--- src/btse_pkg.sv ---
`timescale 1ns/1ps
// Purpose: Shared constants and the bit-test leaf for the bit-test-and-skip execute slice.
// Assumes: 12-bit instruction words, 8-bit file registers, one core clock.
// Notes: The leaf module is purely combinational; the top registers everything it drives out.

// ============================================================
// Package
// ============================================================
package btse_pkg;
	localparam int INSTR_W = 12;
	localparam int DATA_W = 8;
	localparam int FADDR_W = 5;
	localparam int BSEL_W = 3;
	localparam int OPC_W = 4;
	// Field positions inside the instruction word.
	localparam int FADDR_LSB = 0;
	localparam int BSEL_LSB = 5;
	localparam int OPC_LSB = 8;
	// Opcode nibbles of the two skip forms.
	localparam logic [OPC_W-1:0] OPC_SKIP_IF_BIT_CLEAR = 4'h6;
	localparam logic [OPC_W-1:0] OPC_SKIP_IF_BIT_SET = 4'h7;
	// The no-operation word that replaces a squashed instruction.
	localparam logic [INSTR_W-1:0] NOP_WORD = 12'h000;
	localparam logic [1:0] CYCLES_PLAIN = 2'h1;
	localparam logic [1:0] CYCLES_SKIPPED = 2'h2;

	typedef enum logic [1:0] {
		BTSE_OP_OTHER,
		BTSE_OP_SKIP_CLEAR,
		BTSE_OP_SKIP_SET
	} btse_op_t;

	function automatic btse_op_t btse_decode(input logic [INSTR_W-1:0] word);
		btse_op_t op;
		op = BTSE_OP_OTHER;
		case (word[OPC_LSB +: OPC_W])
			OPC_SKIP_IF_BIT_CLEAR: begin
				op = BTSE_OP_SKIP_CLEAR;
			end
			OPC_SKIP_IF_BIT_SET: begin
				op = BTSE_OP_SKIP_SET;
			end
			default: begin
				op = BTSE_OP_OTHER;
			end
		endcase
		return op;
	endfunction
endpackage

// ============================================================
// Bit test leaf
// ============================================================
module btse_bit_test import btse_pkg::*; (
	// Operand
	input wire logic [DATA_W-1:0] file_data_i,
	input wire logic [BSEL_W-1:0] bit_sel_i,
	// Test polarity: high tests for a set bit, low for a clear bit
	input wire logic want_set_i,
	// Result
	output logic bit_o,
	output logic match_o
);
	always_comb begin
		bit_o = file_data_i[bit_sel_i];
		match_o = (bit_o == want_set_i);
	end
endmodule

--- src/btse_core.sv ---
`timescale 1ns/1ps
// Purpose: Execute-stage slice for the skip_if_bit_clear and skip_if_bit_set instructions.
// Assumes: Fetch delivers one word per cycle with a valid strobe; file read data returns in the same cycle
// as the registered read address.
// Notes: A taken skip replaces the next valid fetched word with a no-operation in the execute register.
//
// Overview of operation
// - Words 0110 bbbf ffff skip the next instruction when the chosen bit is zero.
// - Clear-test takes one cycle unskipped; a skip executes a no-operation, two cycles total.
// - Set-test skip discards the prefetched instruction and executes a no-operation instead.
// - Five-bit field addresses registers 0-31; three-bit field picks bit 0-7.
// - Words 0111 bbbf ffff skip the next instruction when the chosen bit is one.

module btse_core import btse_pkg::*; (
	// Clock and reset
	input wire logic sys_clk_i,
	input wire logic sys_rst_i,
	// Fetch side
	input wire logic [INSTR_W-1:0] fetch_word_i,
	input wire logic fetch_valid_i,
	// File register read port
	input wire logic [DATA_W-1:0] file_rdata_i,
	output logic [FADDR_W-1:0] file_addr_o,
	output logic file_rd_o,
	// Execute stage view
	output logic [INSTR_W-1:0] exec_word_o,
	output logic exec_valid_o,
	output logic exec_squashed_o,
	output logic [1:0] exec_cycles_o,
	// Write enables the slice owns; always idle
	output logic file_we_o,
	output logic status_we_o
);

	// ============================================================
	// State
	// ============================================================
	typedef struct packed {
		logic [INSTR_W-1:0] exec_word;
		logic exec_valid;
		logic exec_squashed;
		logic skip_pending;
		logic [1:0] exec_cycles;
		logic file_we;
		logic status_we;
	} btse_state_t;

	btse_state_t state_r;
	btse_state_t state_nxt;

	btse_op_t exec_op;
	logic test_match;
	logic skip_now;

	// The register address and bit select come straight from the word held in execute.
	btse_bit_test u_bit_test (
		.file_data_i(file_rdata_i),
		.bit_sel_i(state_r.exec_word[BSEL_LSB +: BSEL_W]),
		.want_set_i(exec_op == BTSE_OP_SKIP_SET),
		.bit_o(),
		.match_o(test_match)
	);

	// Decode sits in its own process so the bit test result does not loop back into it.
	always_comb begin
		exec_op = btse_decode(state_r.exec_word);
	end

	// ============================================================
	// Next state
	// ============================================================
	always_comb begin
		state_nxt = state_r;
		// A squashed slot holds the no-operation word, so it can never skip again.
		skip_now = state_r.exec_valid && !state_r.exec_squashed && (exec_op != BTSE_OP_OTHER) && test_match;
		// A skip waits across fetch bubbles until a real word arrives to be discarded.
		state_nxt.skip_pending = skip_now || (state_r.skip_pending && !fetch_valid_i);
		state_nxt.exec_valid = fetch_valid_i;
		if (fetch_valid_i && (skip_now || state_r.skip_pending)) begin
			state_nxt.exec_word = NOP_WORD;
			state_nxt.exec_squashed = 1'b1;
			state_nxt.skip_pending = 1'b0;
		end else if (fetch_valid_i) begin
			state_nxt.exec_word = fetch_word_i;
			state_nxt.exec_squashed = 1'b0;
		end else begin
			state_nxt.exec_word = NOP_WORD;
			state_nxt.exec_squashed = 1'b0;
		end
		// Cycle count of the skip instruction as it retires: two when it skipped.
		if (skip_now) begin
			state_nxt.exec_cycles = CYCLES_SKIPPED;
		end else begin
			state_nxt.exec_cycles = CYCLES_PLAIN;
		end
		// Skip forms only read; the write enables stay low for them.
		state_nxt.file_we = 1'b0;
		state_nxt.status_we = 1'b0;
	end

	always_ff @(posedge sys_clk_i or posedge sys_rst_i) begin
		if (sys_rst_i) begin
			state_r <= '{exec_word: NOP_WORD, exec_valid: 1'b0, exec_squashed: 1'b0, skip_pending: 1'b0,
				exec_cycles: CYCLES_PLAIN, file_we: 1'b0, status_we: 1'b0};
		end else begin
			state_r <= state_nxt;
		end
	end

	// ============================================================
	// Outputs
	// ============================================================
	always_comb begin
		file_addr_o = state_r.exec_word[FADDR_LSB +: FADDR_W];
		file_rd_o = state_r.exec_valid;
		exec_word_o = state_r.exec_word;
		exec_valid_o = state_r.exec_valid;
		exec_squashed_o = state_r.exec_squashed;
		exec_cycles_o = state_r.exec_cycles;
		file_we_o = state_r.file_we;
		status_we_o = state_r.status_we;
	end

endmodule

--- config.mk ---
export PLATFORM = sky130hd
export DESIGN_NAME = btse_core
export DESIGN_NICKNAME = d
export VERILOG_FILES = /design/src/btse_pkg.sv /design/src/btse_core.sv
export SDC_FILE = /design/constraint.sdc
export NUM_CORES = 1
export LEC_CHECK = 0
export BUFFER_PORTS_ARGS = -buffer_cell sky130_fd_sc_hd__buf_2
export CORE_MARGIN = 5
export CORE_UTILIZATION = 30
export DETAILED_ROUTE_END_ITERATION = 6
export PLACE_DENSITY_LB_ADDON = 0.08
export SKIP_CTS_REPAIR_TIMING = 1
export SLEW_MARGIN = 20
export SYNTH_ARGS = -nofsm -noshare
export SYNTH_HDL_FRONTEND = slang
export SYNTH_SLANG_ARGS = --single-unit
export TNS_END_PERCENT = 20
--- constraint.sdc ---
create_clock -name sys_clk_i -period 2.4 [get_ports sys_clk_i]
set_input_delay 0.72 -clock sys_clk_i [delete_from_list [all_inputs] [get_ports sys_clk_i]]
set_output_delay 0.72 -clock sys_clk_i [all_outputs]
set_load 0.03 [all_outputs]
Word-level counts from Yosys, hierarchy flattened

Cells that the tools add are included.

Input port bits: 23
Bits in registers: 17
Output and inout bits: 24

Equality and inequality tests: 4
Magnitude comparators: 1
Mux-type cells: 8
Reduce and logical (&&, ||, !) cells: 10

Operators with widths:

| operator                                            | count |
|---|---|
| 2-to-1 mux 12 bit                                   | 2 |
| equality test 4 x 3 -> 1 bit, second input constant | 2 |
| logical AND 1 bit                                   | 5 |
| < comparator 3 x 4 -> 1 bit, second input constant  | 1 |
| one-hot mux 2 bit (2 select lines)                  | 1 |
| binary-select mux 1 bit (select 3 bit)              | 1 |
| 2-to-1 mux 1 bit                                    | 3 |
| equality test 2 bit, second input constant          | 1 |
| logical NOT 1 bit                                   | 2 |
| logical OR 1 bit                                    | 2 |
| 2-to-1 mux 2 bit                                    | 1 |
| nonzero test 2 bit                                  | 1 |
| equality test 1 bit                                 | 1 |

Logic depth before layout (Yosys ltp)

Depth after elaboration: 8
Gate-level depth with buffers: 6

By module

A second synthesis with hierarchy kept.

Cell total of the unflattened synthesis: 90
Area, all modules: 1,004.7 um^2

Modules (own cells, without submodules):

| module        | area an instance (um^2) | cells each | times used | seq. area each (um^2) |
|---|---|---|---|---|
| btse_core     | 924.6                   | 82         | 1          | 426.7 |
| btse_bit_test | 80.1                    | 8          | 1          | 0.0 |

Worst setup path after synthesis

Ideal clock, no wire load.

Path kind: input-to-reg
Start point: input file_rdata_i[7]
End point: register state_r, in the netlist exec_word_o[10]
Path buffers: 1
Library setup time: 0.067 ns
Cell stages on the path: 6
Required time: 2.333 ns
Arrival time: 2.084 ns
Setup slack: 0.249 ns
Path through: mux2_1 mux4_2 mux2_4 clkinv_2 buf_6 and3_1

RTL lines:

| element              | RTL line         | text |
|---|---|---|
| start, declared      | btse_core.sv:22  | `input wire logic [DATA_W-1:0] file_rdata_i,` |
| end signal, assigned | btse_core.sv:103 | `state_r <= '{exec_word: NOP_WORD, exec_valid: 1'b0, exec_squashed: 1'b0, skip_pending: 1'b0,` |
| end signal, assigned | btse_core.sv:106 | `state_r <= state_nxt;` |
| end, declared        | btse_core.sv:48  | `btse_state_t state_r;` |

==> flow_results.xml <==
<?xml version="1.0" encoding="UTF-8"?>
<metrics>
  <group name="critical_path">
    <metric name="start_kind" unit="">input pin</metric>
    <metric name="worst-endpoint-arrival" unit="ns">2.22</metric>
    <metric name="critical-path-slowest-cell" unit="">sky130_fd_sc_hd__mux4_2</metric>
    <metric name="timing.setup.critical_path_class" unit="">in2reg</metric>
    <metric name="timing.critical_path.cells" unit="">buf_2 -&gt; mux2_1 -&gt; mux4_2 -&gt; mux2_4 -&gt; clkinv_2 -&gt; and3_1</metric>
    <metric name="crit_fanout" unit="">15</metric>
    <metric name="rr_startpoint" unit="">exec_word_o[6]$_DFF_PP0_</metric>
    <metric name="worst_ep_required_time" unit="ns">2.62</metric>
    <metric name="worstSetupEndpointType" unit="">register</metric>
    <metric name="critical_path.max_stage_delay" unit="ns">0.48</metric>
    <metric name="critPathLaunch" unit="">file_rdata_i[7]</metric>
  </group>
  <group name="synth">
    <metric name="synth.top_cells.by_area" unit="">sky130_fd_sc_hd__dfrtp_1, sky130_fd_sc_hd__buf_4, sky130_fd_sc_hd__and3_1, sky130_fd_sc_hd__mux2_2, sky130_fd_sc_hd__dfstp_2</metric>
    <metric name="postSynth.asyncResetShare" unit="%">100</metric>
    <metric name="synth.distinct_cells" unit="">18</metric>
    <metric name="synth_most_common_cell" unit="">sky130_fd_sc_hd__buf_4</metric>
    <metric name="yosys_warnings" unit="">0</metric>
    <metric name="synth_top_cell_area_share" unit="%">48.3</metric>
    <metric name="synthFlopType" unit="">sky130_fd_sc_hd__dfrtp_1</metric>
    <metric name="synth_fa_ha_area_share" unit="%">0</metric>
    <metric name="synth_edf_count" unit="">0</metric>
    <metric name="synth_top_cells_by_count" unit="">sky130_fd_sc_hd__buf_4, sky130_fd_sc_hd__dfrtp_1, sky130_fd_sc_hd__and3_1, sky130_fd_sc_hd__inv_1, sky130_fd_sc_hd__mux2_2</metric>
    <metric name="synth.largest_area_cell" unit="">sky130_fd_sc_hd__dfrtp_1</metric>
    <metric name="compound_cell_area_share_of_the_yosys_netlist" unit="%">1.51</metric>
    <metric name="muxShareOfSynthArea" unit="%">9.97</metric>
    <metric name="avgSynthCellArea" unit="sq um">11.7</metric>
    <metric name="simple_gate_share_of_the_synthesized_area" unit="%">12.4</metric>
    <metric name="synth_top_family_by_area" unit="">buffers and inverters</metric>
    <metric name="netlist_area" unit="sq um">828</metric>
    <metric name="yosys_register_bits" unit="">17</metric>
    <metric name="yosysSeqAreaShare" unit="%">51.5</metric>
    <metric name="synth_xor_xnor_area_share" unit="%">0</metric>
    <metric name="number_of_instances_in_the_synthesized_netlist" unit="">71</metric>
  </group>
  <group name="clocking">
    <metric name="cts-root-to-sink-buffers" unit="">2</metric>
    <metric name="tritoncts" unit="">built</metric>
    <metric name="clock_tree.htree_level_count" unit="">1</metric>
    <metric name="clkLatencyLatePin" unit="ns">0.28</metric>
    <metric name="clk_root_buffer_cell" unit="">sky130_fd_sc_hd__clkbuf_4</metric>
    <metric name="clock_slew_at_the_register_clock_pins_of_the_worst_setup_and_hold_paths" unit="ns">0.09</metric>
    <metric name="cts_sinks" unit="">17</metric>
    <metric name="number_of_buffers_created_by_cts" unit="">3</metric>
  </group>
  <group name="place">
    <metric name="weighted_congestion_at_the_end_of_routability_driven_global_placement" unit="">0.683</metric>
    <metric name="hpwl" unit="um">1220</metric>
    <metric name="io_buffer_count" unit="">44</metric>
  </group>
  <group name="final_layout">
    <metric name="flow.area_growth_from_synthesis" unit="%">13.1</metric>
    <metric name="nNetsFinal" unit="">120</metric>
    <metric name="insertedDiodeCount" unit="">0</metric>
    <metric name="post_route_cells_drive_above_1_share" unit="%">56.3</metric>
  </group>
  <group name="timing">
    <metric name="final_min_period_over_clock_period" unit="%">83.2</metric>
    <metric name="skew" unit="ns">0.000532</metric>
    <metric name="worst_slew_margin_rel" unit="%">56.3</metric>
    <metric name="setup-tns-final" unit="ns">0</metric>
    <metric name="final.hold.worst_slack" unit="ns">0.499</metric>
    <metric name="final_max_slew_viol_count" unit="">0</metric>
    <metric name="rsz0062_at_grt" unit="">no</metric>
    <metric name="worst_slew_pin_slew" unit="ns">0.654</metric>
    <metric name="timing.final.setup_violations" unit="">0</metric>
    <metric name="finalHoldViolCount" unit="">0</metric>
    <metric name="maxClockFrequency" unit="GHz">0.501</metric>
    <metric name="period_minus_slack" unit="ns">2.00</metric>
  </group>
  <group name="pwr">
    <metric name="share_clk_of_total_power" unit="%">26.1</metric>
    <metric name="net-switching-power" unit="uW">158</metric>
    <metric name="power.sequential.fraction" unit="%">54.5</metric>
    <metric name="power.density_cell_area" unit="mW/mm^2">601</metric>
    <metric name="comb_power_share" unit="%">19.4</metric>
    <metric name="static-leakage-power" unit="uW">0.000541</metric>
    <metric name="swShare" unit="%">28.1</metric>
    <metric name="power.internal" unit="uW">405</metric>
    <metric name="power.ir.vdd_worst" unit="uV">327</metric>
  </group>
  <group name="routing">
    <metric name="routed_via_density" unit="">4.17</metric>
    <metric name="route.detailed.wl_per_inst" unit="um">12.3</metric>
    <metric name="finalWirelength" unit="um">1560</metric>
    <metric name="via_count" unit="">529</metric>
    <metric name="drtIter0Drc" unit="">16</metric>
    <metric name="detail_route.first_pass.iterations" unit="">2</metric>
    <metric name="remaining_drc_errors" unit="">0</metric>
    <metric name="antenna_violating_nets_post_route" unit="">0</metric>
  </group>
  <group name="global_routing">
    <metric name="grt.met1_usage" unit="%">7.38</metric>
    <metric name="grt_use_met3" unit="%">5.22</metric>
    <metric name="first_pass_grt_wire_length" unit="um">2630</metric>
    <metric name="grt_antenna_before_repair" unit="">0</metric>
    <metric name="groute.usage.overall" unit="%">8.35</metric>
    <metric name="gr_layer_usage_met2" unit="%">15.4</metric>
    <metric name="grt_pass1_vias" unit="">608</metric>
    <metric name="remaining_global_route_overflow" unit="">0</metric>
    <metric name="largest_net_degree_at_the_start_of_global_routing" unit="">18</metric>
    <metric name="grt-busiest-layer" unit="">met2</metric>
  </group>
  <group name="floorplanning">
    <metric name="core" unit="sq mm">0.00271</metric>
    <metric name="rows" unit="">19</metric>
    <metric name="floorplan.initialDensity" unit="%">30.6</metric>
    <metric name="io_pins" unit="">47</metric>
    <metric name="die_area" unit="sq mm">0.00391</metric>
    <metric name="die_width" unit="um">62.5</metric>
    <metric name="chipHeight" unit="um">62.5</metric>
  </group>
  <group name="min_path">
    <metric name="hp-class" unit="">in2async</metric>
  </group>
  <group name="job">
    <metric name="drv.max_cap_violation_count" unit="">0</metric>
  </group>
  <group name="outcome">
    <metric name="outcome" unit="">finished clean</metric>
  </group>
</metrics>
[logic make-up (layout without fill, tap and decap cells)]
group / count (synthesis) / count (layout)
compound gates: 2 / 2
buf+inv: 29 / 53
flops: 17 / 17
mux: 6 / 6
other cells: 1 / 2
simple gates: 16 / 16
[power by group through the flow]
stage               combinational [uW]  sequential [uW]  clock, uW
floorplan                         97.4              314          0
global placement                   111              313          0
detailed placement                 112              313          0
CTS                                112              308        159
global route                       118              309        177
finish                             110              307        147
[metrics by stage]
step	cell area (sq um)	power (uW)	worst slack, ns	util, %	instances
6_report	937	564	0.404	34.6	127
2_1_floorplan	832	411	0.249	-	72
3_3_place_gp	911	424	0.113	33.6	123
5_1_grt	937	605	0.348	34.6	127
4_1_cts	937	578	0.418	34.6	127
3_5_place_dp	911	425	0.0997	33.6	123
[layout by cell type, fill, tap and decap left out]
master	n
sky130_fd_sc_hd__buf_2	44
sky130_fd_sc_hd__dfrtp_1	16
sky130_fd_sc_hd__and3_1	12
sky130_fd_sc_hd__inv_1	4
sky130_fd_sc_hd__mux2_2	3
sky130_fd_sc_hd__clkbuf_4	3
sky130_fd_sc_hd__nor3_1	2
sky130_fd_sc_hd__conb_1	2
sky130_fd_sc_hd__nand4bb_1	1
sky130_fd_sc_hd__mux2_1	1
sky130_fd_sc_hd__mux4_2	1
sky130_fd_sc_hd__mux2_4	1
sky130_fd_sc_hd__clkinv_2	1
sky130_fd_sc_hd__a21boi_0	1
sky130_fd_sc_hd__nor2b_1	1
sky130_fd_sc_hd__a21oi_1	1
sky130_fd_sc_hd__clkbuf_1	1
sky130_fd_sc_hd__dfstp_2	1
[flip-flops by register name (all words and copies together), names as in the netlist]
name / flops
exec_squashed_o: 1
state_r: 1
exec_cycles_o: 2
exec_valid_o: 1
exec_word_o: 12
[final timing paths]
check	to	slack, ns	depth (start not counted)
max	exec_word_o[9]$_DFF_PP0_	0.40	6
min	exec_word_o[2]$_DFF_PP0_	0.50	2
max reg2reg	exec_word_o[9]$_DFF_PP0_	0.44	5
min reg2reg	state_r[4]$_DFF_PP0_	0.54	2
max in group asynchronous	exec_word_o[0]$_DFF_PP0_	1.50	2
min in group sys_clk_i	state_r[4]$_DFF_PP0_	0.54	2
[routing by layer]
layer | vias up | part of all wire, % | wire, um
met2 | 21 | 54 | 847
met3 | 2 | 9.2 | 144
met5 | - | 0 | 0
li1 | 258 | - | -
met4 | 0 | 0.70 | 11
met1 | 248 | 36 | 557
[area by class of cell]
cell class | count | area [sq um]
timing repair buffer | 44 | 220
fill | 317 | 1770
inverter | 5 | 20.0
sequential | 17 | 427
tap | 31 | 38.8
clock buffer | 4 | 26.3
multi-input combinational | 26 | 205
[worst max-delay path, delay by kind of cell]
family	cells	cell delay [ns]
buffers and inverters	2	0.24
AND/OR/NAND/NOR	1	0.18
multiplexers	3	1.08
(Power assumes the default switching activity.)
